## src/include/mpg_cfg.svh

```systemverilog
// motion pulse generator: offsets, field positions and reset values
// assumes: included by the design file, the monitor and the bench, by bare name
`ifndef MPG_CFG_SVH
`define MPG_CFG_SVH
// register byte offsets
`define MPG_OFS_CMD 8'h00
`define MPG_OFS_MODE 8'h04
`define MPG_OFS_FEED 8'h08
`define MPG_OFS_START 8'h0C
`define MPG_OFS_TOP 8'h10
`define MPG_OFS_ACCEL 8'h14
`define MPG_OFS_DECEL 8'h18
`define MPG_OFS_CMP 8'h1C
`define MPG_OFS_CNT_CMD 8'h20
`define MPG_OFS_CNT_FB 8'h24
`define MPG_OFS_LAT_CMD 8'h28
`define MPG_OFS_LAT_FB 8'h2C
`define MPG_OFS_STATUS 8'h30
`define MPG_OFS_PRE_FEED 8'h34
`define MPG_OFS_PRE_TOP 8'h38
`define MPG_OFS_TOP_EFF 8'h3C
`define MPG_OFS_ZCNT 8'h40
// command bits
`define MPG_CMD_START 0
`define MPG_CMD_STOP 1
`define MPG_CMD_RESET 2
`define MPG_CMD_LATCH 3
// mode bits
`define MPG_MODE_DIR 0
`define MPG_MODE_OUTSEL 1
`define MPG_MODE_PRESET 2
`define MPG_MODE_PULSER 3
`define MPG_MODE_HOME 5
`define MPG_MODE_LEAVE 6
`define MPG_MODE_STOPEV 7
`define MPG_MODE_AUTO 8
`define MPG_MODE_CORR 9
`define MPG_MODE_CMPSRC 10
`define MPG_MODE_SCURVE 11
// status bits
`define MPG_ST_RUN 0
`define MPG_ST_WAIT 1
`define MPG_ST_CMP 2
`define MPG_ST_STOPEV 3
`define MPG_ST_PRE 4
`define MPG_ST_LIMP 5
`define MPG_ST_LIMN 6
`define MPG_ST_DIR 7
// reset values
`define MPG_RST_MODE 16'h0005
`define MPG_RST_START 16'h0100
`define MPG_RST_TOP 16'h1000
`define MPG_RST_ACCEL 16'h0010
`define MPG_RST_DECEL 16'h0010
`endif

```

## src/include/mpg_pkg.sv

```systemverilog
// motion pulse generator: shared types
// assumes: mpg_cfg.svh is on the include path
package mpg_pkg;
	typedef enum logic [2:0] {
		MPG_IDLE = 3'b001,
		MPG_WAIT = 3'b010,
		MPG_RUN = 3'b100
	} mpg_state_t;

	typedef struct packed {
		logic psel;
		logic penable;
		logic pwrite;
		logic [7:0] paddr;
		logic [31:0] pwdata;
		logic [3:0] pstrb;
	} mpg_apb_req_t;

	typedef struct packed {
		logic prdata_unused;
		logic pready;
		logic pslverr;
		logic [31:0] prdata;
	} mpg_apb_rsp_t;
endpackage : mpg_pkg

```

## src/verilog/mpg_core.sv

```systemverilog
// motion pulse generator: one axis, APB registers, step/direction out
// assumes: one 125 MHz clock, all pins synchronous to it, APB master
//
// Implementation choices: the APB register port and the register addresses.
`timescale 1ns/1ps
`default_nettype none
`include "mpg_cfg.svh"

// Function
// RL1: commanded counter counts up on every emitted step pulse.
// RL2: feedback counter follows quadrature encoder phases A and B.
// RL3: latch command copies both counters in the same cycle, motion continues.
// RL4: comparator sets a sticky flag when the chosen counter equals compare.
// RL5: acceleration and deceleration rates are separate registers, each own ramp.
// RL6: corrected top speed is a pure function of the mode, speed, acceleration and feed registers.
// RL7: registers change only on clock edges; a stopped clock stalls access.
// RL8: narrow accesses use little-endian byte lanes via write strobes.
// RL9: limit level clears the rate divider in the run state, over any command.
// RL10: limit clears run state, divider and pulse output stage.
// RL11: feed away from an active limit stays allowed.
// RL12: limit pulse during motion stops the step; restart needs no clearing.
// RL13: without leave-origin, home return waits until home sensor releases.
// RL14: with leave-origin, home return starts while home sensor is active.
// RL15: Z pulse already high when home activates is skipped.
// RL16: speed is recomputed on every emitted pulse in both ramp shapes.
// RL17: pulser input accepts pulse/dir, plus/minus pulses or quadrature.
// RL18: pre-registers queue the next feed; it starts when current one ends.
// RL19: output is two pulse lines or one pulse line plus direction.
// RL20: start blocked by limit level or latched edge; reset command clears edge.
// RL21: preset start with zero feed emits nothing; may flag stop event.
// RL22: each limit blocks only feed in its own direction.
module mpg_core (
	input wire logic i_sys_clk,
	input wire logic i_resetn,
	input wire mpg_pkg::mpg_apb_req_t i_apb,
	output logic [31:0] o_prdata,
	output logic o_pready,
	output logic o_pslverr,
	input wire logic i_limit_pos,
	input wire logic i_limit_neg,
	input wire logic i_home_sensor_input,
	input wire logic i_zphase,
	input wire logic i_encoder_phase_a,
	input wire logic i_encoder_phase_b,
	input wire logic i_pulser_a,
	input wire logic i_pulser_b,
	output logic o_pulse_train_pin,
	output logic o_pulser_sense_pin,
	output logic o_busy
);
	import mpg_pkg::*;

	typedef struct packed {
		mpg_state_t st;
		logic [15:0] mode;
		logic [23:0] feed;
		logic [15:0] start_spd;
		logic [15:0] top_spd;
		logic [15:0] accel;
		logic [15:0] decel;
		logic [31:0] cmp;
		logic [31:0] cnt_cmd;
		logic [31:0] cnt_fb;
		logic [31:0] lat_cmd;
		logic [31:0] lat_fb;
		logic [23:0] pre_feed;
		logic [15:0] pre_top;
		logic pre_valid;
		logic [23:0] remain;
		logic [23:0] ramp_cnt;
		logic [15:0] cur_spd;
		logic [15:0] top_eff;
		logic [15:0] jerk;
		logic [23:0] acc;
		logic step_fwd;
		logic step_rev;
		logic dir_q;
		logic lim_p_q;
		logic lim_n_q;
		logic lim_p_edge;
		logic lim_n_edge;
		logic cmp_hit;
		logic stop_evt;
		logic home_q;
		logic z_q;
		logic z_armed;
		logic home_off_seen;
		logic [7:0] zcnt;
		logic enc_a;
		logic enc_b;
		logic pa;
		logic pb;
		logic [31:0] prdata;
	} mpg_regs_t;

	mpg_regs_t r;
	mpg_regs_t next_r;

	// ************************************************************
	// helpers
	// ************************************************************
	// little-endian lane merge: lane k carries bits 8k+7..8k
	function automatic logic [31:0] lane_merge(input logic [31:0] old_v,
		input logic [31:0] new_v, input logic [3:0] strb);
		logic [31:0] res;
		res = old_v;
		for (int k = 0; k < 4; k++) begin
			if (strb[k]) begin
				res[8*k +: 8] = new_v[8*k +: 8];
			end
		end
		return res;
	endfunction : lane_merge

	// quadrature step: {valid, up}
	function automatic logic [1:0] quad(input logic a0, input logic b0,
		input logic a1, input logic b1);
		logic [1:0] res;
		res = 2'h0;
		if ((a0 ^ a1) ^ (b0 ^ b1)) begin
			res = {1'b1, a0 ^ b1};
		end
		return res;
	endfunction : quad

	// top speed limited so a short feed still reaches a peak, same inputs same result
	function automatic logic [15:0] corr_top(input logic en, input logic [15:0] top,
		input logic [15:0] start, input logic [15:0] acc_r, input logic [23:0] feed);
		logic [31:0] lim;
		lim = {16'h0000, start} + 32'(acc_r) * 32'(feed[16:1]);
		corr_top = (en && lim < {16'h0000, top}) ? lim[15:0] : top;
	endfunction : corr_top

	// ************************************************************
	// next state
	// ************************************************************
	logic wr;
	logic rd_setup;
	logic hit;
	logic [31:0] wv;
	logic [31:0] rv;
	logic [24:0] acc_sum;
	logic lim_dir;
	logic start_ok;
	logic tick;
	logic finish;
	logic z_count;
	logic [1:0] enc_q;
	logic [1:0] pq;
	logic p_ev;
	logic p_up;
	logic [16:0] spd_up;
	logic [15:0] delta;

	always_comb begin
		next_r = r;
		next_r.step_fwd = 1'b0;
		next_r.step_rev = 1'b0;
		wr = i_apb.psel && i_apb.penable && i_apb.pwrite;
		rd_setup = i_apb.psel && !i_apb.penable && !i_apb.pwrite;
		wv = 32'h0000_0000;
		rv = 32'h0000_0000;
		hit = 1'b1;
		acc_sum = 25'h000_0000;
		tick = 1'b0;
		finish = 1'b0;
		z_count = 1'b0;
		p_ev = 1'b0;
		p_up = 1'b0;
		spd_up = 17'h0_0000;
		delta = 16'h0000;
		pq = 2'h0;

		// ********************************************************
		// register read mux
		// ********************************************************
		case (i_apb.paddr)
			`MPG_OFS_CMD: rv = 32'h0000_0000;
			`MPG_OFS_MODE: rv = {16'h0000, r.mode};
			`MPG_OFS_FEED: rv = {8'h00, r.feed};
			`MPG_OFS_START: rv = {16'h0000, r.start_spd};
			`MPG_OFS_TOP: rv = {16'h0000, r.top_spd};
			`MPG_OFS_ACCEL: rv = {16'h0000, r.accel};
			`MPG_OFS_DECEL: rv = {16'h0000, r.decel};
			`MPG_OFS_CMP: rv = r.cmp;
			`MPG_OFS_CNT_CMD: rv = r.cnt_cmd;
			`MPG_OFS_CNT_FB: rv = r.cnt_fb;
			`MPG_OFS_LAT_CMD: rv = r.lat_cmd;
			`MPG_OFS_LAT_FB: rv = r.lat_fb;
			`MPG_OFS_STATUS: rv = {24'h00_0000, r.dir_q, r.lim_n_edge, r.lim_p_edge,
				r.pre_valid, r.stop_evt, r.cmp_hit, r.st == MPG_WAIT, r.st == MPG_RUN};
			`MPG_OFS_PRE_FEED: rv = {8'h00, r.pre_feed};
			`MPG_OFS_PRE_TOP: rv = {16'h0000, r.pre_top};
			`MPG_OFS_TOP_EFF: rv = {16'h0000, r.top_eff};
			`MPG_OFS_ZCNT: rv = {24'h00_0000, r.zcnt};
			default: hit = 1'b0;
		endcase
		if (rd_setup) begin
			next_r.prdata = rv;
		end

		// ********************************************************
		// register writes
		// ********************************************************
		wv = lane_merge(rv, i_apb.pwdata, i_apb.pstrb); // [RL8] [RL7]
		if (wr) begin
			case (i_apb.paddr)
				`MPG_OFS_MODE: next_r.mode = wv[15:0];
				`MPG_OFS_FEED: next_r.feed = wv[23:0];
				`MPG_OFS_START: next_r.start_spd = wv[15:0];
				`MPG_OFS_TOP: next_r.top_spd = wv[15:0];
				`MPG_OFS_ACCEL: next_r.accel = wv[15:0]; // [RL5]
				`MPG_OFS_DECEL: next_r.decel = wv[15:0]; // [RL5]
				`MPG_OFS_CMP: next_r.cmp = wv;
				`MPG_OFS_CNT_CMD: next_r.cnt_cmd = wv;
				`MPG_OFS_CNT_FB: next_r.cnt_fb = wv;
				`MPG_OFS_PRE_TOP: next_r.pre_top = wv[15:0];
				`MPG_OFS_STATUS: begin
					// write one to clear; events below set afterwards and win
					if (i_apb.pstrb[0] && i_apb.pwdata[`MPG_ST_CMP]) next_r.cmp_hit = 1'b0;
					if (i_apb.pstrb[0] && i_apb.pwdata[`MPG_ST_STOPEV]) next_r.stop_evt = 1'b0;
				end
				`MPG_OFS_PRE_FEED: begin
					next_r.pre_feed = wv[23:0];
					next_r.pre_valid = 1'b1; // [RL18]
				end
				default: ;
			endcase
		end

		// ********************************************************
		// limit inputs
		// ********************************************************
		next_r.lim_p_q = i_limit_pos;
		next_r.lim_n_q = i_limit_neg;
		// edges latch only outside motion, so a blip on the limit in the running direction ends the current run only
		if (wr && i_apb.paddr == `MPG_OFS_CMD && wv[`MPG_CMD_RESET]) begin
			next_r.lim_p_edge = 1'b0;
			next_r.lim_n_edge = 1'b0;
		end
		if (r.st != MPG_RUN && i_limit_pos && !r.lim_p_q) next_r.lim_p_edge = 1'b1; // [RL20]
		if (r.st != MPG_RUN && i_limit_neg && !r.lim_n_q) next_r.lim_n_edge = 1'b1; // [RL20]
		lim_dir = r.dir_q ? i_limit_pos : i_limit_neg; // [RL22]
		start_ok = r.mode[`MPG_MODE_DIR] ? !(i_limit_pos || r.lim_p_edge) // [RL20] [RL11]
			: !(i_limit_neg || r.lim_n_edge); // [RL22]

		// ********************************************************
		// encoder and home / Z tracking
		// ********************************************************
		next_r.enc_a = i_encoder_phase_a;
		next_r.enc_b = i_encoder_phase_b;
		enc_q = quad(r.enc_a, r.enc_b, i_encoder_phase_a, i_encoder_phase_b);
		if (enc_q[1]) begin
			next_r.cnt_fb = enc_q[0] ? r.cnt_fb + 32'h0000_0001 : r.cnt_fb - 32'h0000_0001; // [RL2]
		end
		next_r.home_q = i_home_sensor_input;
		next_r.z_q = i_zphase;
		if (!i_zphase) begin
			next_r.z_armed = 1'b1;
		end else if (i_home_sensor_input && !r.home_q) begin
			next_r.z_armed = 1'b0; // [RL15]
		end
		if (!i_home_sensor_input) next_r.home_off_seen = 1'b1;
		z_count = i_zphase && !r.z_q && r.z_armed && i_home_sensor_input
			&& r.home_off_seen; // [RL15]
		if (z_count && r.st == MPG_RUN) next_r.zcnt = r.zcnt + 8'h01;

		// ********************************************************
		// control state machine and rate divider
		// ********************************************************
		case (r.st)
			MPG_IDLE: begin
				next_r.acc = 24'h00_0000;
				if (wr && i_apb.paddr == `MPG_OFS_CMD && wv[`MPG_CMD_START] && start_ok) begin
					next_r.dir_q = r.mode[`MPG_MODE_DIR];
					next_r.cur_spd = r.start_spd;
					next_r.jerk = 16'h0000;
					next_r.ramp_cnt = 24'h00_0000;
					next_r.remain = r.feed;
					next_r.zcnt = 8'h00;
					next_r.top_eff = corr_top(r.mode[`MPG_MODE_CORR], r.top_spd,
						r.start_spd, r.accel, r.feed); // [RL6]
					if (r.mode[`MPG_MODE_PRESET] && r.feed == 24'h00_0000) begin
						if (r.mode[`MPG_MODE_STOPEV]) next_r.stop_evt = 1'b1; // [RL21]
					end else if (r.mode[`MPG_MODE_HOME] && i_home_sensor_input) begin
						if (r.mode[`MPG_MODE_LEAVE]) begin
							next_r.home_off_seen = 1'b0;
							next_r.st = MPG_RUN; // [RL14]
						end else begin
							next_r.st = MPG_WAIT; // [RL13]
						end
					end else begin
						next_r.home_off_seen = 1'b1;
						next_r.st = MPG_RUN;
					end
				end else if (r.mode[`MPG_MODE_PULSER +: 2] != 2'b00) begin
					// manual pulser passes straight through while no feed runs
					next_r.pa = i_pulser_a;
					next_r.pb = i_pulser_b;
					pq = quad(r.pa, r.pb, i_pulser_a, i_pulser_b);
					case (r.mode[`MPG_MODE_PULSER +: 2])
						2'b01: begin
							p_ev = i_pulser_a && !r.pa;
							p_up = i_pulser_b;
						end
						2'b10: begin
							p_ev = (i_pulser_a && !r.pa) ^ (i_pulser_b && !r.pb);
							p_up = i_pulser_a && !r.pa;
						end
						default: begin
							p_ev = pq[1];
							p_up = pq[0];
						end
					endcase
					if (p_ev && !(p_up ? i_limit_pos : i_limit_neg)) begin // [RL17]
						next_r.dir_q = p_up;
						next_r.step_fwd = p_up;
						next_r.step_rev = !p_up;
						next_r.cnt_cmd = r.cnt_cmd + 32'h0000_0001;
					end
				end
			end
			MPG_WAIT: begin
				if (wr && i_apb.paddr == `MPG_OFS_CMD && wv[`MPG_CMD_STOP]) begin
					next_r.st = MPG_IDLE;
				end else if (!i_home_sensor_input) begin
					next_r.st = MPG_RUN; // [RL13]
				end
			end
			MPG_RUN: begin
				acc_sum = {1'b0, r.acc} + {9'h000, r.cur_spd};
				if (lim_dir) begin
					// limit level acts as divider reset, over any command
					next_r.acc = 24'h00_0000; // [RL9]
					next_r.st = MPG_IDLE; // [RL10] [RL12]
				end else if (wr && i_apb.paddr == `MPG_OFS_CMD && wv[`MPG_CMD_STOP]) begin
					next_r.acc = 24'h00_0000;
					next_r.st = MPG_IDLE;
				end else if (r.mode[`MPG_MODE_HOME] && z_count) begin
					finish = 1'b1;
				end else begin
					next_r.acc = acc_sum[23:0];
					tick = acc_sum[24];
				end
				if (tick) begin
					next_r.step_fwd = r.dir_q;
					next_r.step_rev = !r.dir_q;
					next_r.cnt_cmd = r.cnt_cmd + 32'h0000_0001; // [RL1]
					next_r.remain = r.remain - 24'h00_0001;
					// new period on every pulse, never a flat stair
					if (r.mode[`MPG_MODE_SCURVE]) begin
						delta = (r.jerk < r.accel) ? r.jerk + 16'h0001 : r.accel;
					end else begin
						delta = r.accel;
					end
					if (r.mode[`MPG_MODE_PRESET] && r.remain <= r.ramp_cnt + 24'h00_0001) begin
						next_r.cur_spd = ({1'b0, r.cur_spd} >
							{1'b0, r.start_spd} + {1'b0, r.decel})
							? r.cur_spd - r.decel : r.start_spd; // [RL16] [RL5]
					end else if (r.cur_spd < r.top_eff) begin
						spd_up = {1'b0, r.cur_spd} + {1'b0, delta};
						next_r.cur_spd = (spd_up > {1'b0, r.top_eff})
							? r.top_eff : spd_up[15:0]; // [RL16] [RL5]
						next_r.jerk = delta;
						next_r.ramp_cnt = r.ramp_cnt + 24'h00_0001;
					end
					if (r.mode[`MPG_MODE_PRESET] && r.remain == 24'h00_0001) finish = 1'b1;
				end
				if (finish) begin
					next_r.acc = 24'h00_0000;
					if (r.mode[`MPG_MODE_AUTO] && r.pre_valid) begin
						// chained feed keeps current speed and direction
						next_r.remain = r.pre_feed; // [RL18]
						next_r.top_eff = r.pre_top;
						next_r.ramp_cnt = 24'h00_0000;
						next_r.pre_valid = wr && i_apb.paddr == `MPG_OFS_PRE_FEED;
						if (r.pre_feed == 24'h00_0000) next_r.st = MPG_IDLE;
					end else begin
						next_r.st = MPG_IDLE;
						if (r.mode[`MPG_MODE_STOPEV]) next_r.stop_evt = 1'b1;
					end
				end
			end
			default: next_r.st = MPG_IDLE;
		endcase

		// ********************************************************
		// latch and comparator
		// ********************************************************
		if (wr && i_apb.paddr == `MPG_OFS_CMD && wv[`MPG_CMD_LATCH]) begin
			next_r.lat_cmd = r.cnt_cmd; // [RL3]
			next_r.lat_fb = r.cnt_fb; // [RL3]
		end
		if ((r.mode[`MPG_MODE_CMPSRC] ? r.cnt_fb : r.cnt_cmd) == r.cmp) begin
			next_r.cmp_hit = 1'b1; // [RL4]
		end
	end

	// ************************************************************
	// state register
	// ************************************************************
	always_ff @(posedge i_sys_clk) begin
		if (!i_resetn) begin
			r <= '0;
			r.st <= MPG_IDLE;
			r.mode <= `MPG_RST_MODE;
			r.start_spd <= `MPG_RST_START;
			r.top_spd <= `MPG_RST_TOP;
			r.accel <= `MPG_RST_ACCEL;
			r.decel <= `MPG_RST_DECEL;
			r.cmp <= 32'hFFFF_FFFF;
			r.home_off_seen <= 1'b1;
		end else begin
			r <= next_r; // [RL7]
		end
	end

	// ************************************************************
	// outputs
	// ************************************************************
	assign o_prdata = r.prdata;
	assign o_pready = 1'b1;
	assign o_pslverr = i_apb.psel && i_apb.penable && !hit;
	// pulse+dir mode puts the direction level on the second pin
	assign o_pulse_train_pin = r.mode[`MPG_MODE_OUTSEL] ? (r.step_fwd | r.step_rev)
		: r.step_fwd; // [RL19]
	assign o_pulser_sense_pin = r.mode[`MPG_MODE_OUTSEL] ? r.dir_q : r.step_rev; // [RL19]
	assign o_busy = r.st != MPG_IDLE;
endmodule : mpg_core
`default_nettype wire

```

## config.mk

```make
export PLATFORM = sky130hd
export DESIGN_NAME = mpg_core
export DESIGN_NICKNAME = d
export VERILOG_FILES = /design/src/include/mpg_pkg.sv /design/src/verilog/mpg_core.sv
export VERILOG_INCLUDE_DIRS = /design/src /design/src/include
export SDC_FILE = /design/constraint.sdc
export NUM_CORES = 2
export LEC_CHECK = 0
export BUFFER_PORTS_ARGS = -buffer_cell sky130_fd_sc_hd__buf_2
export CELL_PAD_IN_SITES_DETAIL_PLACEMENT = 1
export CELL_PAD_IN_SITES_GLOBAL_PLACEMENT = 2
export CORE_ASPECT_RATIO = 0.9
export CORE_UTILIZATION = 31
export CTS_CLUSTER_DIAMETER = 50
export DETAILED_ROUTE_END_ITERATION = 10
export PLACE_DENSITY_LB_ADDON = 0.1
export SETUP_SLACK_MARGIN = 0.2
export SYNTH_ARGS = -nofsm -noshare
export SYNTH_HDL_FRONTEND = slang
export SYNTH_SLANG_ARGS = --single-unit
```

## constraint.sdc

```tcl
create_clock -name i_sys_clk -period 8 [get_ports i_sys_clk]
set_input_delay 1.2 -clock i_sys_clk [delete_from_list [all_inputs] [get_ports i_sys_clk]]
set_output_delay 1.2 -clock i_sys_clk [all_outputs]
set_load 0.01 [all_outputs]
```

-- Word-level counts from Yosys, hierarchy flattened
Index checks and enable logic that the tools add are counted.
- bits in registers: 485
- input port bits: 57
- output and inout bits: 37
- logic and storage cells: 299
- $add $sub $neg: 12
- multipliers: 1
- $lt $le $gt $ge: 6
- eq/ne operators: 36
- mux-type cells: 109
- bitwise operators: 11
- reduce and logical (&&, ||, !) cells: 84
- operators by type and width (kind ; count):
    32-bit one-hot mux with 16 select lines ; 1
    32-bit 2-to-1 mux ; 9
    122-bit one-hot mux with 2 select lines ; 1
    16-bit 2-to-1 mux ; 13
    64-bit 2-to-1 mux ; 2
    24-bit 2-to-1 mux ; 5
    49-bit 2-to-1 mux ; 2
    96-bit 2-to-1 mux ; 1
    32-bit by 1-bit adder with 32-bit output, second input constant ; 2
    8-bit by 6-bit == test with 1-bit output, second input constant ; 8
    32-bit one-hot mux with 2 select lines ; 1
    24-bit zero test ; 2
    1-bit 2-to-1 mux ; 42
    40-bit 2-to-1 mux ; 1
    8-bit 2-to-1 mux ; 5
    3-bit 2-to-1 mux ; 13
    16-bit by 16-bit adder with 17-bit output ; 2
    1-bit logical AND ; 34
    16-bit by 32-bit adder with 32-bit output ; 1
    32-bit == test ; 1
    8-bit by 5-bit == test with 1-bit output, second input constant ; 4
    16-bit < comparator ; 2
    32-bit by 16-bit < comparator with 1-bit output ; 1
    16-bit by 16-bit multiplier with 32-bit output ; 1
    41 further kinds ; 105

-- Depth between registers and ports, before layout
- word-level depth: 21
- depth in mapped cells: 36
- depth with buffers taken out: 33

-- Worst setup path after synthesis
No wires, ideal clock.
- kind: register to register
- start point: reg r[444] (netlist name)
- end point: reg r[97] (netlist name)
- setup time: 0.131 ns
- arrival time: 8.127 ns
- setup slack: -0.258 ns
- stages on the path, launching flop included: 32
- buffers on the path: 3
- period minus slack after synthesis: 8.258 ns
- path through: dfxtp_1 clkbuf_1 clkbuf_1 nand2_1 fa_1 fa_1 fa_1 fa_1 inv_1 fa_1 inv_1 fa_1 inv_1 ha_1 and2_1 a31oi_1 o21bai_1 a21o_1 xor2_1 ha_1 nand2_1 o22ai_1 a2111o_1 or4_1 a2111oi_2 nand4_1 nor4_2 o2111ai_1 nor4_4 buf_6 mux2i_1 o22ai_1
- cells in the longest elaborated chain, start to end: 7
- ends and longest elaborated chain (what ; line ; RTL):
    start: declaration ; mpg_core.sv:96 ; mpg_regs_t r;
    start signal: assignment ; mpg_core.sv:414 ; r <= next_r;
    16-bit by 16-bit multiplier with 32-bit output ; mpg_core.sv:130 ; lim = {16'h0000, start} + 32'(acc_r) * 32'(feed[16:1]);
    16-bit by 32-bit adder with 32-bit output ; mpg_core.sv:130 ;
    32-bit by 16-bit < comparator with 1-bit output ; mpg_core.sv:131 ; corr_top = (en && lim < {16'h0000, top}) ? lim[15:0] : top;
    1-bit logical AND ; mpg_core.sv:131 ;
    16-bit 2-to-1 mux ; mpg_core.sv:131 ;
    96-bit 2-to-1 mux ; mpg_core.sv:274 ; if (wr && i_apb.paddr == `MPG_OFS_CMD && wv[`MPG_CMD_START] && start_ok) begin
    122-bit one-hot mux with 2 select lines ; mpg_core.sv:271 ; case (r.st)
No other way between the ends. The select of a mux whose other input is x is not followed.
A chain may end at the register's enable or synchronous reset.

-- Worst setup path after layout
- start point: reg r[399] (netlist name)
- end point: reg r[112] (netlist name)
- cells in the longest elaborated chain, start to end: 7
- ends and longest elaborated chain (what ; line):
    16-bit by 16-bit multiplier with 32-bit output (*) ; mpg_core.sv:130
    16-bit by 32-bit adder with 32-bit output (*) ; mpg_core.sv:130
    32-bit by 16-bit < comparator with 1-bit output ; mpg_core.sv:131
    1-bit logical AND ; mpg_core.sv:131
    16-bit 2-to-1 mux (*) ; mpg_core.sv:131
    96-bit 2-to-1 mux (*) ; mpg_core.sv:274
    122-bit one-hot mux with 2 select lines (*) ; mpg_core.sv:271
Every way passes the cells marked *; elsewhere a longest branch is shown, timed or not. The select of a mux whose other input is x is not followed.

==> results.py <==
metrics = {
    "worst_setup_path": {
        "cpMaxStageDelayCell": "fa_1",
        "path_max_fanout": 8,
        "crit_required_ns": 8.56,
        "arrival_ns": 8.59,
        "path_delay_family": "adder cells",
        "path_class": "reg -> reg",
        "cp-start-kind": "flop",
        "worst-path-stages": 33,
        "critPathBufInv": 8,
        "cp-end-kind": "flop",
        "slowest_delay_ns": 0.53,
        "crit_path_frequent_cell": "fa_1",
        "reg2reg_depth": 33,
    },
    "finish": {
        "area_delta_synth_final_pct": 17.0,
        "final_cells": 7004,
        "fin_util_pct": 36.5,
        "fin_nets": 5790,
        "drive_gt1_share_pct": 12.1,
    },
    "synthesis": {
        "postSynthRegisterBits": 485,
        "synth_edf_count": 0,
        "async_flop_share_pct": 0,
        "synthCells": 5141,
        "syn_nets": 5724,
        "seq_area_frac_synth_pct": 24.1,
        "ys_warn_count": 0,
        "synth_cell_type_count": 94,
        "synth-main-ff-cell": "dfxtp_1",
        "avgSynthCellArea_um2": 7.83,
        "synth_area_um2": 40300,
    },
    "place": {
        "place_inst": 6807,
        "hpwl_mm": 142,
        "gp_congestion": 0.893,
        "portBuffers": 92,
    },
    "sta": {
        "slew-limit-headroom_pct": 3.96,
        "finalCritPeriodShare_pct": 100,
        "final_max_slew_viol_count": 0,
        "setup_viol": 3,
        "setup_ws_ns": -0.0288,
        "finalHoldViolations": 0,
        "worstMarginPinSlew_ns": 1.40,
        "timing.hold.ws_ns": 0.456,
        "rsz0062_at_grt": "yes",
        "max_freq_mhz": 125,
        "worst_clock_skew_ns": 0.0479,
        "fin_crit_ns": 8.03,
    },
    "clock_tree": {
        "htreeDepth": 3,
        "ctsLongestPathBuffers": 3,
        "ctsHoldBuffers": 0,
        "clock_sinks": 485,
        "cts_buffers": 94,
        "clk_latency_ns": 0.72,
        "clk_pin_slew_ns": 0.05,
        "cts_tree": "done",
        "root_buffer": "clkbuf_16",
    },
    "routing": {
        "first_pass_iters": 6,
        "num_vias": 38900,
        "postRouteAntennaNets": 0,
        "wl_per_cell_um": 26.6,
        "drc": 0,
        "drt_iter0_markers": 2927,
        "wirelength_mm": 186,
        "via_per_inst": 5.55,
    },
    "run_status": {
        "outcome": "finished, violations left",
        "failed_checks": "negative setup slack",
    },
    "worst_hold_path": {
        "whs_path_depth": 2,
        "min_path_type": "reg -> reg",
    },
    "grt": {
        "grt_pass1_vias": 39000,
        "grt_max_degree": 123,
        "overflow": 0,
        "grt_pass1_wl_mm": 274,
        "grt_util_all_layers_pct": 27.9,
        "antenna_found_initial": 9,
    },
    "power": {
        "powerDensity_nw_per_um2": 171,
        "clkPwrFrac_pct": 53.5,
        "switching_share_pct": 29.6,
        "p_leak_nw": 19.6,
        "vdd_drop_max_uv": 158,
        "p_switching_w": 0.00239,
        "intPower_w": 0.00569,
        "power_frac_seq_pct": 33.1,
        "p_comb_share_pct": 13.4,
    },
    "floorplanning": {
        "die_height_um": 344,
        "ios": 94,
        "rows": 125,
        "die_w_um": 382,
        "initial_utilization_pct": 31.2,
        "dieArea_um2": 131000,
        "coreArea_um2": 129000,
    },
    "run": {
        "max_cap_violations": 0,
    },
}
==> synth_stat cells (all sizes together), types with 108 or more instances <==
master	number	area share, %
a21oi	417	5.2
and2	128	2.0
clkbuf	278	2.6
dfxtp	485	24
fa	215	11
ha	311	9.7
inv	396	3.7
nand2	835	7.8
nand3	133	1.7
nor2	366	3.4
o21ai	191	2.4
xor2	108	2.3
==> area by class of cell <==
class / instances / area, µm²
sequential: 485 / 9740
tap: 1714 / 2140
fill: 15400 / 81900
timing repair buffer: 322 / 2330
antenna: 6 / 15.0
multi-input combinational: 3908 / 28000
clock buffer: 114 / 2550
inverter: 396 / 1490
clock inverter: 59 / 842
==> logic make-up (layout without fill, tap and decap cells) <==
group / after synthesis / after routing / share of synthesized area (%)
muxes: 118 / 118 / 3.07
xor gates and xnor gates: 205 / 205 / 4.46
and+or+nand+nor: 1841 / 1841 / 20.9
AOI/OAI and AO/OA: 1217 / 1217 / 19.6
DFF: 485 / 485 / 24.1
other: 1 / 7 / 0.00931
buffers and inverters: 748 / 891 / 7.51
adders and majority gates: 526 / 526 / 20.3
==> placed cells by master (no fill, tap or decap), types with 20 or more instances in the layout <==
master,count
nor2_1,353
xor2_1,106
nand2b_1,28
clkbuf_16,94
o21ai_0,174
a221oi_1,56
a211oi_1,70
a22oi_1,90
buf_4,214
a21o_1,75
mux2i_1,90
inv_1,391
ha_1,305
a31oi_1,29
a22o_1,23
mux2_2,23
o211ai_1,44
nand4_1,55
dfxtp_1,472
a311oi_1,29
nand3_1,132
nor2b_1,28
and3_1,60
nor3_1,73
a222oi_1,20
nand2_1,831
fa_1,212
a21oi_1,410
nor4_1,33
o21a_1,34
buf_2,91
xnor2_1,94
and2_1,123
==> state kept, by name (all words and copies together) (netlist names) <==
signal	count
r	453
o_prdata	32
==> metrics by stage <==
stage          power, W  area, µm²  TNS (ns)  setup WS [ns]
2_1_floorplan   0.00341      40400         0          0.200
3_3_place_gp    0.00379      43200    -0.358        -0.0535
3_5_place_dp    0.00380      43200     -3.63         -0.286
4_1_cts         0.00815      47000    -0.754        -0.0881
5_1_grt         0.00837      47100     -4.87         -0.359
6_report        0.00808      47100   -0.0551        -0.0288
==> tightest hold or removal path, cell delays in order, from the launching register on <==
cell	delay, ns
dfxtp_1	0.30
nand2_1	0.05
a21oi_1	0.05
==> path summary, 6_finish.rpt <==
path / from / endpoint / slack, ns
max reg2reg: r[399] / r[112] / -0.03
min: r[270] / r[270] / 0.46
min reg2reg: r[270] / r[270] / 0.46
max: r[399] / r[112] / -0.03
==> routing by layer <==
metal	vias to the layer above	part of all wire [%]	global-route usage, %
met4	2	2.1	6.23
met3	216	4.9	3.30
met2	893	44	43.6
li1	17900	-	-
met1	19800	49	40.9
met5	-	0.0038	0
==> power by group through the flow <==
stage | sequential [W] | clock (W) | combinational [W]
floorplan | 0.00261 | 0 | 0.000804
global placement | 0.00272 | 0 | 0.00108
detailed placement | 0.00272 | 0 | 0.00108
CTS | 0.00267 | 0.00439 | 0.00109
global route | 0.00268 | 0.00449 | 0.00121
finish | 0.00268 | 0.00432 | 0.00108
==> timing repair <==
action | in CTS | in global routing
gates resized for setup | 57 | 18
endpoints found under the setup margin | 16 | 32
pin swaps | 36 | 30
cloned | 1 | 0
setup buffers | 11 | 5
(Power assumes the default switching activity.)
